===== config.mk =====
export PLATFORM = sky130hd
export DESIGN_NAME = lf_clock_bank
export DESIGN_NICKNAME = d
export VERILOG_FILES = /design/src/core/lf_clock_pkg.sv /design/src/core/lf_divider.sv /design/src/core/lf_clock_bank.sv
export SDC_FILE = /design/constraint.sdc
export NUM_CORES = 1
export LEC_CHECK = 0
export ABC_AREA = 1
export BUFFER_PORTS_ARGS = -buffer_cell sky130_fd_sc_hd__buf_4
export CAP_MARGIN = 30
export CORE_MARGIN = 1
export CORE_UTILIZATION = 50
export DETAILED_ROUTE_END_ITERATION = 10
export GPL_TIMING_DRIVEN = 0
export HOLD_SLACK_MARGIN = 0.1
export PLACE_DENSITY = 0.65
export SLEW_MARGIN = 30
export SYNTH_ARGS = -nofsm -noshare
export SYNTH_HDL_FRONTEND = slang
export SYNTH_HIERARCHICAL = 1
export SYNTH_SLANG_ARGS = --single-unit

===== constraint.sdc =====
create_clock -name ref_clk -period 2.8 [get_ports ref_clk]
set_clock_uncertainty 0.05 [all_clocks]
set_input_delay 0.42 -clock ref_clk [delete_from_list [all_inputs] [get_ports ref_clk]]
set_output_delay 0.42 -clock ref_clk [all_outputs]
set_load 0.02 [all_outputs]

===== src/core/lf_clock_pkg.sv =====
// Constants for the low-frequency clock gate and prescaler bank.
// Assumes a 32-bit APB register bus on ref_clk.
`default_nettype none
package lf_clock_pkg;
  // ------------------------------------------------------------
  // Register byte offsets
  // ------------------------------------------------------------
  localparam logic [7:0] off_freeze = 8'h54;
  localparam logic [7:0] off_lfa_gates = 8'h58;
  localparam logic [7:0] off_lfb_gates = 8'h60;
  localparam logic [7:0] off_lfa_presc = 8'h68;
  localparam logic [7:0] off_lfb_presc = 8'h70;
  localparam logic [7:0] off_pcnt_ctrl = 8'h78;
  localparam logic [7:0] off_disp_ctrl = 8'h7c;
  localparam logic [7:0] off_route = 8'h80;
  localparam logic [7:0] off_lock = 8'h84;
  localparam logic [7:0] off_sync_busy = 8'h50;
  // ------------------------------------------------------------
  // Fields, keys and reset values
  // ------------------------------------------------------------
  localparam logic [15:0] unlock_key = 16'h580e;
  localparam logic [2:0] boost_div_reset = 3'h2;
  localparam int busy_lfa_gates_bit = 0;
  localparam int busy_lfa_presc_bit = 2;
  localparam int busy_lfb_gates_bit = 4;
  localparam int busy_lfb_presc_bit = 6;
  localparam int disp_presc_base = 4;
  // Number of async registers crossing into the low-frequency side
  localparam int num_async = 4;
endpackage
`default_nettype wire


===== src/core/lf_divider.sv =====
// Power-of-two divider giving a one-cycle enable pulse.
// Assumes tick_in is a one-cycle enable on ref_clk.
`default_nettype none
module lf_divider #(
  parameter int width = 15
) (
  input wire logic ref_clk,
  input wire logic rst_b,
  input wire logic run,
  input wire logic tick_in,
  input wire logic [3:0] log2_div,
  output logic tick_out
);
  logic [width-1:0] count;
  logic [width-1:0] next_count;
  logic [width-1:0] mask;

  // Division by up to 2^15 needs at least a 15-bit count
  if (width < 15 || width > 31)
  begin : g_bad_width
    $error("lf_divider width out of range");
  end

  // Count input ticks; emit when masked low bits are all ones
  always_comb
  begin
    mask = width'((32'h0000_0001 << log2_div) - 32'h0000_0001);
    next_count = count;
    if (!run)
      next_count = '0;
    else if (tick_in)
      next_count = ((count & mask) == mask) ? '0 : count + width'(1);
  end

  always_ff @(posedge ref_clk or negedge rst_b)
  begin
    if (!rst_b)
      count <= '0;
    else
      count <= next_count;
  end

  assign tick_out = run && tick_in && ((count & mask) == mask);
endmodule
`default_nettype wire


===== src/core/lf_clock_bank.sv =====
// APB register bank driving low-frequency gates and prescaled ticks.
// Assumes the A and B tree clocks arrive as one-cycle ticks on ref_clk.
`default_nettype none
module lf_clock_bank (
  input wire logic ref_clk,
  input wire logic rst_b,
  input wire logic psel,
  input wire logic penable,
  input wire logic pwrite,
  input wire logic [7:0] paddr,
  input wire logic [31:0] pwdata,
  output logic [31:0] prdata,
  output logic pready,
  output logic pslverr,
  input wire logic lf_tree_a_clock,
  input wire logic lf_tree_b_clock,
  input wire logic pulse_counter_input_pin,
  output logic display_controller_tick,
  output logic low_energy_timer_tick,
  output logic real_time_counter_tick,
  output logic sensor_interface_tick,
  output logic low_energy_serial_port_tick,
  output logic pulse_counter_tick,
  output logic boost_update_tick,
  output logic boost_on,
  output logic [2:0] pin_select_a,
  output logic clock_out_second_pin_on,
  output logic clock_out_first_pin_on
);
  import lf_clock_pkg::*;

  // ------------------------------------------------------------
  // Bus side registers
  // ------------------------------------------------------------
  logic update_hold, next_update_hold;
  logic locked, next_locked;
  logic [15:0] bus_val [num_async];
  logic [15:0] next_bus_val [num_async];
  logic [15:0] xfer_val [num_async];
  logic [15:0] next_xfer_val [num_async];
  logic [num_async-1:0] pend, next_pend;
  logic [1:0] pcnt_ctrl, next_pcnt_ctrl;
  logic [6:0] disp_ctrl, next_disp_ctrl;
  logic [4:0] route, next_route;
  logic [31:0] next_prdata;
  logic wr, rd, lock_ok;
  // ------------------------------------------------------------
  // Handshake crossing and low-frequency side copies
  // ------------------------------------------------------------
  logic [num_async-1:0] req, next_req, ack, ack_s1, ack_s2, req_s1, req_s2;
  logic [15:0] lf_val [num_async];
  logic [num_async-1:0] busy;

  assign wr = psel && penable && pwrite;
  assign rd = psel && !penable && !pwrite; // Latched in setup, stands at the access edge
  assign pready = 1'b1;
  assign pslverr = 1'b0;
  assign lock_ok = !locked;

  // Register writes, read mux and pending marks
  always_comb
  begin
    next_update_hold = update_hold;
    next_locked = locked;
    next_bus_val = bus_val;
    next_pend = pend;
    next_pcnt_ctrl = pcnt_ctrl;
    next_disp_ctrl = disp_ctrl;
    next_route = route;
    next_prdata = prdata;
    next_req = req;
    next_xfer_val = xfer_val;
    for (int i = 0; i < num_async; i++)
    begin
      // Launch a transfer only when idle and not held
      if (pend[i] && !update_hold && req[i] == ack_s2[i])
      begin
        next_req[i] = !req[i];
        next_pend[i] = 1'b0;
        next_xfer_val[i] = bus_val[i]; // Frozen copy while the toggle crosses
      end
    end
    if (wr)
    begin
      unique case (paddr)
        off_freeze: next_update_hold = pwdata[0];
        off_lock: next_locked = (pwdata[15:0] != unlock_key);
        off_lfa_gates:
          if (lock_ok)
          begin
            next_bus_val[0] = {12'h000, pwdata[3:0]};
            next_pend[0] = 1'b1;
          end
        off_lfa_presc:
          if (lock_ok)
          begin
            next_bus_val[1] = {2'b00, pwdata[13:4], 2'b00, pwdata[1:0]};
            next_pend[1] = 1'b1;
          end
        off_lfb_gates:
          if (lock_ok)
          begin
            next_bus_val[2] = {15'h0000, pwdata[0]};
            next_pend[2] = 1'b1;
          end
        off_lfb_presc:
          if (lock_ok)
          begin
            next_bus_val[3] = {14'h0000, pwdata[1:0]};
            next_pend[3] = 1'b1;
          end
        off_pcnt_ctrl: if (lock_ok) next_pcnt_ctrl = pwdata[1:0];
        off_disp_ctrl: next_disp_ctrl = pwdata[6:0];
        off_route: next_route = pwdata[4:0];
        default: ;
      endcase
    end
    if (rd)
    begin
      unique case (paddr)
        off_freeze: next_prdata = {31'h0, update_hold};
        off_lock: next_prdata = {31'h0, locked};
        off_sync_busy:
        begin
          next_prdata = 32'h0000_0000;
          next_prdata[busy_lfa_gates_bit] = busy[0];
          next_prdata[busy_lfa_presc_bit] = busy[1];
          next_prdata[busy_lfb_gates_bit] = busy[2];
          next_prdata[busy_lfb_presc_bit] = busy[3];
        end
        off_lfa_gates: next_prdata = {16'h0000, bus_val[0]};
        off_lfa_presc: next_prdata = {16'h0000, bus_val[1]};
        off_lfb_gates: next_prdata = {16'h0000, bus_val[2]};
        off_lfb_presc: next_prdata = {16'h0000, bus_val[3]};
        off_pcnt_ctrl: next_prdata = {30'h0, pcnt_ctrl};
        off_disp_ctrl: next_prdata = {25'h0, disp_ctrl};
        off_route: next_prdata = {27'h0, route};
        default: next_prdata = 32'h0000_0000;
      endcase
    end
  end

  always_ff @(posedge ref_clk or negedge rst_b)
  begin
    if (!rst_b)
    begin
      update_hold <= 1'b0;
      locked <= 1'b0;
      bus_val <= '{default: 16'h0000};
      pend <= '0;
      pcnt_ctrl <= 2'b00;
      disp_ctrl <= {boost_div_reset, 4'h0};
      route <= 5'h00;
      prdata <= 32'h0000_0000;
      req <= '0;
      xfer_val <= '{default: 16'h0000};
    end
    else
    begin
      update_hold <= next_update_hold;
      locked <= next_locked;
      bus_val <= next_bus_val;
      pend <= next_pend;
      pcnt_ctrl <= next_pcnt_ctrl;
      disp_ctrl <= next_disp_ctrl;
      route <= next_route;
      prdata <= next_prdata;
      req <= next_req;
      xfer_val <= next_xfer_val;
    end
  end

  // Busy while a value waits or its toggle is not yet acknowledged
  assign busy = pend | (req ^ ack_s2);

  // Low-frequency side: sample request, capture data, return ack
  always_ff @(posedge ref_clk or negedge rst_b)
  begin
    if (!rst_b)
    begin
      req_s1 <= '0;
      req_s2 <= '0;
      ack <= '0;
      ack_s1 <= '0;
      ack_s2 <= '0;
      lf_val <= '{default: 16'h0000};
    end
    else
    begin
      req_s1 <= req;
      req_s2 <= req_s1;
      ack_s1 <= ack;
      ack_s2 <= ack_s1;
      for (int i = 0; i < num_async; i++)
      begin
        if (req_s2[i] != ack[i] && lf_tree_a_clock)
        begin
          lf_val[i] <= xfer_val[i];
          ack[i] <= req_s2[i];
        end
      end
    end
  end

  // ------------------------------------------------------------
  // Gates and dividers
  // ------------------------------------------------------------
  logic disp_pre_tick, disp_frame_tick, timer_tick, rtc_tick, sense_tick, uart_tick;
  logic [2:0] frame_count, next_frame_count;
  logic pcnt_src;

  lf_divider #(.width(15)) u_disp_pre (
    .ref_clk(ref_clk), .rst_b(rst_b), .run(lf_val[0][3]), .tick_in(lf_tree_a_clock),
    .log2_div(4'(lf_val[1][13:12]) + 4'(disp_presc_base)), .tick_out(disp_pre_tick));
  lf_divider #(.width(15)) u_timer (
    .ref_clk(ref_clk), .rst_b(rst_b), .run(lf_val[0][2]), .tick_in(lf_tree_a_clock),
    .log2_div(lf_val[1][11:8]), .tick_out(timer_tick));
  lf_divider #(.width(15)) u_rtc (
    .ref_clk(ref_clk), .rst_b(rst_b), .run(lf_val[0][1]), .tick_in(lf_tree_a_clock),
    .log2_div(lf_val[1][7:4]), .tick_out(rtc_tick));
  lf_divider #(.width(15)) u_sense (
    .ref_clk(ref_clk), .rst_b(rst_b), .run(lf_val[0][0]), .tick_in(lf_tree_a_clock),
    .log2_div({2'b00, lf_val[1][1:0]}), .tick_out(sense_tick));
  lf_divider #(.width(15)) u_uart (
    .ref_clk(ref_clk), .rst_b(rst_b), .run(lf_val[2][0]), .tick_in(lf_tree_b_clock),
    .log2_div({2'b00, lf_val[3][1:0]}), .tick_out(uart_tick));
  lf_divider #(.width(15)) u_boost (
    .ref_clk(ref_clk), .rst_b(rst_b), .run(1'b1), .tick_in(lf_tree_a_clock),
    .log2_div({1'b0, disp_ctrl[6:4]}), .tick_out(boost_update_tick));

  // Frame-rate divider by one plus the field
  always_comb
  begin
    next_frame_count = frame_count;
    disp_frame_tick = 1'b0;
    if (!lf_val[0][3])
      next_frame_count = 3'h0;
    else if (disp_pre_tick)
    begin
      if (frame_count >= disp_ctrl[2:0])
      begin
        next_frame_count = 3'h0;
        disp_frame_tick = 1'b1;
      end
      else
        next_frame_count = frame_count + 3'h1;
    end
  end

  always_ff @(posedge ref_clk or negedge rst_b)
  begin
    if (!rst_b)
      frame_count <= 3'h0;
    else
      frame_count <= next_frame_count;
  end

  assign pcnt_src = pcnt_ctrl[1] ? pulse_counter_input_pin : lf_tree_a_clock;
  assign pulse_counter_tick = pcnt_ctrl[0] && pcnt_src;
  assign display_controller_tick = disp_frame_tick;
  assign low_energy_timer_tick = timer_tick;
  assign real_time_counter_tick = rtc_tick;
  assign sensor_interface_tick = sense_tick;
  assign low_energy_serial_port_tick = uart_tick;
  assign boost_on = disp_ctrl[3];
  assign pin_select_a = route[4:2];
  assign clock_out_second_pin_on = route[1];
  assign clock_out_first_pin_on = route[0];

  // ------------------------------------------------------------
  // Checks
  // ------------------------------------------------------------
  a_hold_blocks: assert property (@(posedge ref_clk) disable iff (!rst_b)
    update_hold && $stable(update_hold) |-> $stable(req))
    else $error("transfer launched while held");
  a_release_launch: assert property (@(posedge ref_clk) disable iff (!rst_b)
    (!update_hold && pend[0] && req[0] == ack_s2[0]) |=> req[0] != $past(req[0]))
    else $error("pending value not launched");
  a_lock_ignore: assert property (@(posedge ref_clk) disable iff (!rst_b)
    (locked && wr && paddr == off_lfa_gates) |=> $stable(bus_val[0]))
    else $error("locked register changed");
  a_unlock_key: assert property (@(posedge ref_clk) disable iff (!rst_b)
    (wr && paddr == off_lock && pwdata[15:0] == unlock_key) |=> !locked)
    else $error("key did not unlock");
  a_busy_write: assert property (@(posedge ref_clk) disable iff (!rst_b)
    (wr && lock_ok && paddr == off_lfb_presc) |=> busy[3])
    else $error("busy not raised after write");
  a_pcnt_gate: assert property (@(posedge ref_clk) disable iff (!rst_b)
    !pcnt_ctrl[0] |-> !pulse_counter_tick)
    else $error("pulse counter clock leaks");
  a_gate_off: assert property (@(posedge ref_clk) disable iff (!rst_b)
    !lf_val[2][0] |-> !low_energy_serial_port_tick)
    else $error("serial port tick while gated");
  a_cross_done: assert property (@(posedge ref_clk) disable iff (!rst_b)
    (busy[0] && !pend[0] && req_s2[0] != ack[0] && lf_tree_a_clock)
    |-> ##[1:3] (!busy[0] || pend[0]))
    else $error("crossing did not complete");
  c_write_gate: cover property (@(posedge ref_clk) wr && paddr == off_lfa_gates);
  c_held_release: cover property (@(posedge ref_clk) $fell(update_hold) && |pend);
  c_display_tick: cover property (@(posedge ref_clk) display_controller_tick);
  c_locked_write: cover property (@(posedge ref_clk) locked && wr);
endmodule
`default_nettype wire


==> impl_metrics.ini <==
[setup_path]
critPathCapture = low_energy_timer_tick
r2r_end = u_timer/count[11]
endpoint_kind = primary output
worst_path_largest_cell_delay_ps = 420
path_max_fanout = 5
worst_ep_arrival_time_ps = 2330
cpMaxStageDelayCell = dfrtp_2
crit_start = lf_val[43]
crit_cells = 12
crit_buf_inv = 1
crit_top_cell = nor2_1
path_class = register to primary output
reg2reg_from = lf_val[43]
critPathTopFamily = simple AND/OR/NAND/NOR gates
r2r_slack_ps = 470
critPathRequiredTime_ps = 2330
crit_path_start_kind = register
worstPathCellList = nor2_4, nand3_2, ha_4, nor2_1, nor2_1, nand2_1, nor2_1, nand3_1, nor2_2, nand3_4, nor2_4, buf_6
worstRegToRegCells = 15

[route]
via_count = 11239
drc = 0
finalWirelength_mm = 30.3
avgViaCountPerCell = 5.03
ant_nets = 0
firstDrtPassIters = 5
wl_per_cell_um = 13.5
drt_iter0_markers = 690

[run_status]
run_status = finished clean

[layout]
fin_cells = 2235
fin_nets = 1957
drive_above_1_share = 0.201
syn_to_final_growth_pct = 21.6
antenna-diode-count = 0

[pwr]
vdd_ir_drop_max_uv = 449
power.density_mw_per_mm2 = 448
p_leak_nw = 7.09

[global_route]
grt_max_degree = 84
grt_pass1_vias = 10551
grt_pass1_wl_mm = 51.3
grt_usage = 0.240
grt_overflow = 0
grt_antenna_before_repair = 0

[sta]
timing.fmax_mhz = 358
finalMaxSlewViolations = 0
period_minus_slack_ps = 2800
holdWs_ps = 121
worst_slew_pin_slew_ps = 555
fin_crit_sh = 0.999
rsz0062_at_grt = yes
slew_headroom = 0.627
hold_viol_final = 0
finalSetupViolCount = 0

[min_path]
hp-class = input port to register

[placement]
dp.cells = 2131
portBuffers = 58
gp_congestion = 0.872
dp_hpwl_mm = 21.4

[flow_run]
maxCapViolations = 0

[synth]
async_reset_ff_frac = 1.00
synthFlopType = dfrtp_1
synth_enable_flop_cells = 0
synthesis.area_sq_mm = 0.0125
ys_seq_area_frac = 0.416
synth-seq-cells = 208
avgSynthCellArea_sq_um = 7.42
yosysWarnings = 6
syn_inst = 1689
synth_cell_types = 44

[cts]
root_buffer = clkbuf_16
cts_tree = built
max-clock-path-buffers = 3
clk_latency_ps = 540
numCtsBuffers = 25
h-tree-depth = 1
clock_sinks = 208
clkTransAtPathRegs_ps = 60

[floorplanning]
start_util = 0.512
die_y_um = 160
core_sq_mm = 0.0245
num_rows = 57
die_x_um = 160
die_area_sq_mm = 0.0257
ios = 95
-- cells in the final DEF (no fill, tap or decap), types with 23 or more instances in the layout --
master	count
nand2_1	496
nand2_2	23
nand3_1	119
nor2_4	26
dfrtp_1	191
xor2_1	52
clkbuf_16	25
buf_4	129
nor2_1	157
conb_1	60
a21oi_1	41
o21ai_1	62
o21ai_2	35
o21ai_0	68
inv_1	172
nand4_1	33
-- logic make-up after synthesis --
family / Yosys count / synth area share
AND/OR/NAND/NOR: 928 / 0.329
buffers and inverters: 243 / 0.0865
AO/OA/AOI/OAI: 226 / 0.104
flip-flops: 208 / 0.416
XOR/XNOR: 58 / 0.0405
adder cells (fa/ha/maj): 16 / 0.0160
multiplexers: 8 / 0.00719
other: 2 / 0.000599
-- sequential cells by signal, summed over array words and instances, names as in the netlist --
name / cells
ack: 4
ack_s1: 4
ack_s2: 4
bus_val: 19
disp_ctrl: 7
frame_count: 3
lf_val: 19
locked: 1
pcnt_ctrl: 2
pend: 4
prdata: 14
req: 4
req_s1: 4
req_s2: 4
route: 5
u_boost/count: 15
u_disp_pre/count: 15
u_rtc/count: 15
u_sense/count: 15
u_timer/count: 15
u_uart/count: 15
update_hold: 1
xfer_val: 19
-- cell usage after synthesis (3+ instances only) --
master    number  area share
clkbuf_1       7      0.0021
o21ai_0       68       0.027
inv_2         18      0.0054
nor2_2        19      0.0095
mux2_2         8      0.0072
nand3_2        4      0.0032
inv_1        175       0.052
a21boi_0       3      0.0018
o31ai_1        3      0.0018
nand2_4        9      0.0081
nand3_1      126       0.050
buf_4         21       0.013
buf_2         10      0.0040
a21oi_1       45       0.018
nand4_1       33       0.016
nand2_2       18      0.0090
buf_6          7      0.0063
nor4_1         3      0.0015
a21oi_2        4      0.0028
ha_1          16       0.016
xor2_1        52       0.036
xnor2_1        6      0.0042
nand3b_1       4      0.0024
dfrtp_1      207        0.41
nor2_4        16       0.014
o21ai_1       62       0.025
nand2_1      502        0.15
o21ai_2       35       0.024
o21bai_1       4      0.0024
nor3_1        20      0.0080
nor2_1       168       0.050
-- stage by stage --
step	setup slack [ps]	cell area, sq um	setup TNS [ps]	power, mW	util
final	2.82	15200	0	6.83	0.623
after detailed placement	95.8	13700	0	3.56	0.558
after floorplan	376	12700	0	3.39	-
after CTS	-40.1	15000	-68.4	6.88	0.614
after global placement	-301	13600	-58030	3.55	0.555
after global routing	-141	15200	-681	7.11	0.623
-- how the worst min path moves through the flow --
stage,from,to,slack (ps),cells past startpoint
floorplan,rst_b,ack[0],70,0
global placement,req_s1[1],req_s2[1],280,0
detailed placement,req_s1[1],req_s2[1],280,0
CTS,pwdata[10],bus_val[42],100,3
global route,pwdata[10],bus_val[42],110,3
finish,pwdata[10],bus_val[42],120,3
-- power by group --
part	internal, mW	leakage (nW)	switching (mW)	total (mW)
sequential	3.03	2.71	0.0192	3.05
clock	1.94	0.408	1.31	3.24
combinational	0.200	3.98	0.339	0.539
-- timing repair --
item | CTS | global route
setup endpoints to repair | 6 | 6
pin swaps | 27 | 24
gates resized for setup | 63 | 23
gates cloned | 1 | 0
hold endpoints to repair | 53 | 0
hold buffers | 6 | 0
buffers inserted | 39 | 17
-- worst min-delay path: stages --
cell,delay [ps]
buf_4,80
inv_1,50
o21ai_2,120
-- metal layers --
layer | global-route usage | vias up | share of wire | wire [um]
li1 | - | 5757 | - | -
met1 | 0.338 | 5205 | 0.47 | 14300
met2 | 0.397 | 231 | 0.47 | 14200
met3 | 0.0269 | 46 | 0.039 | 1190
met4 | 0.0576 | 0 | 0.020 | 607
met5 | 0 | - | 0 | 0
-- cell type report --
class | instances | area, sq um
clock buffers | 34 | 699
repair buffers | 123 | 1000
plain buffers | 44 | 334
clock inverters | 11 | 123
inverters | 195 | 749
well taps | 324 | 405
multi-input cells | 1296 | 6690
fillers | 2175 | 9230
flip-flops and latches | 208 | 5230
No activity file was read; power rests on OpenSTA's default activity.
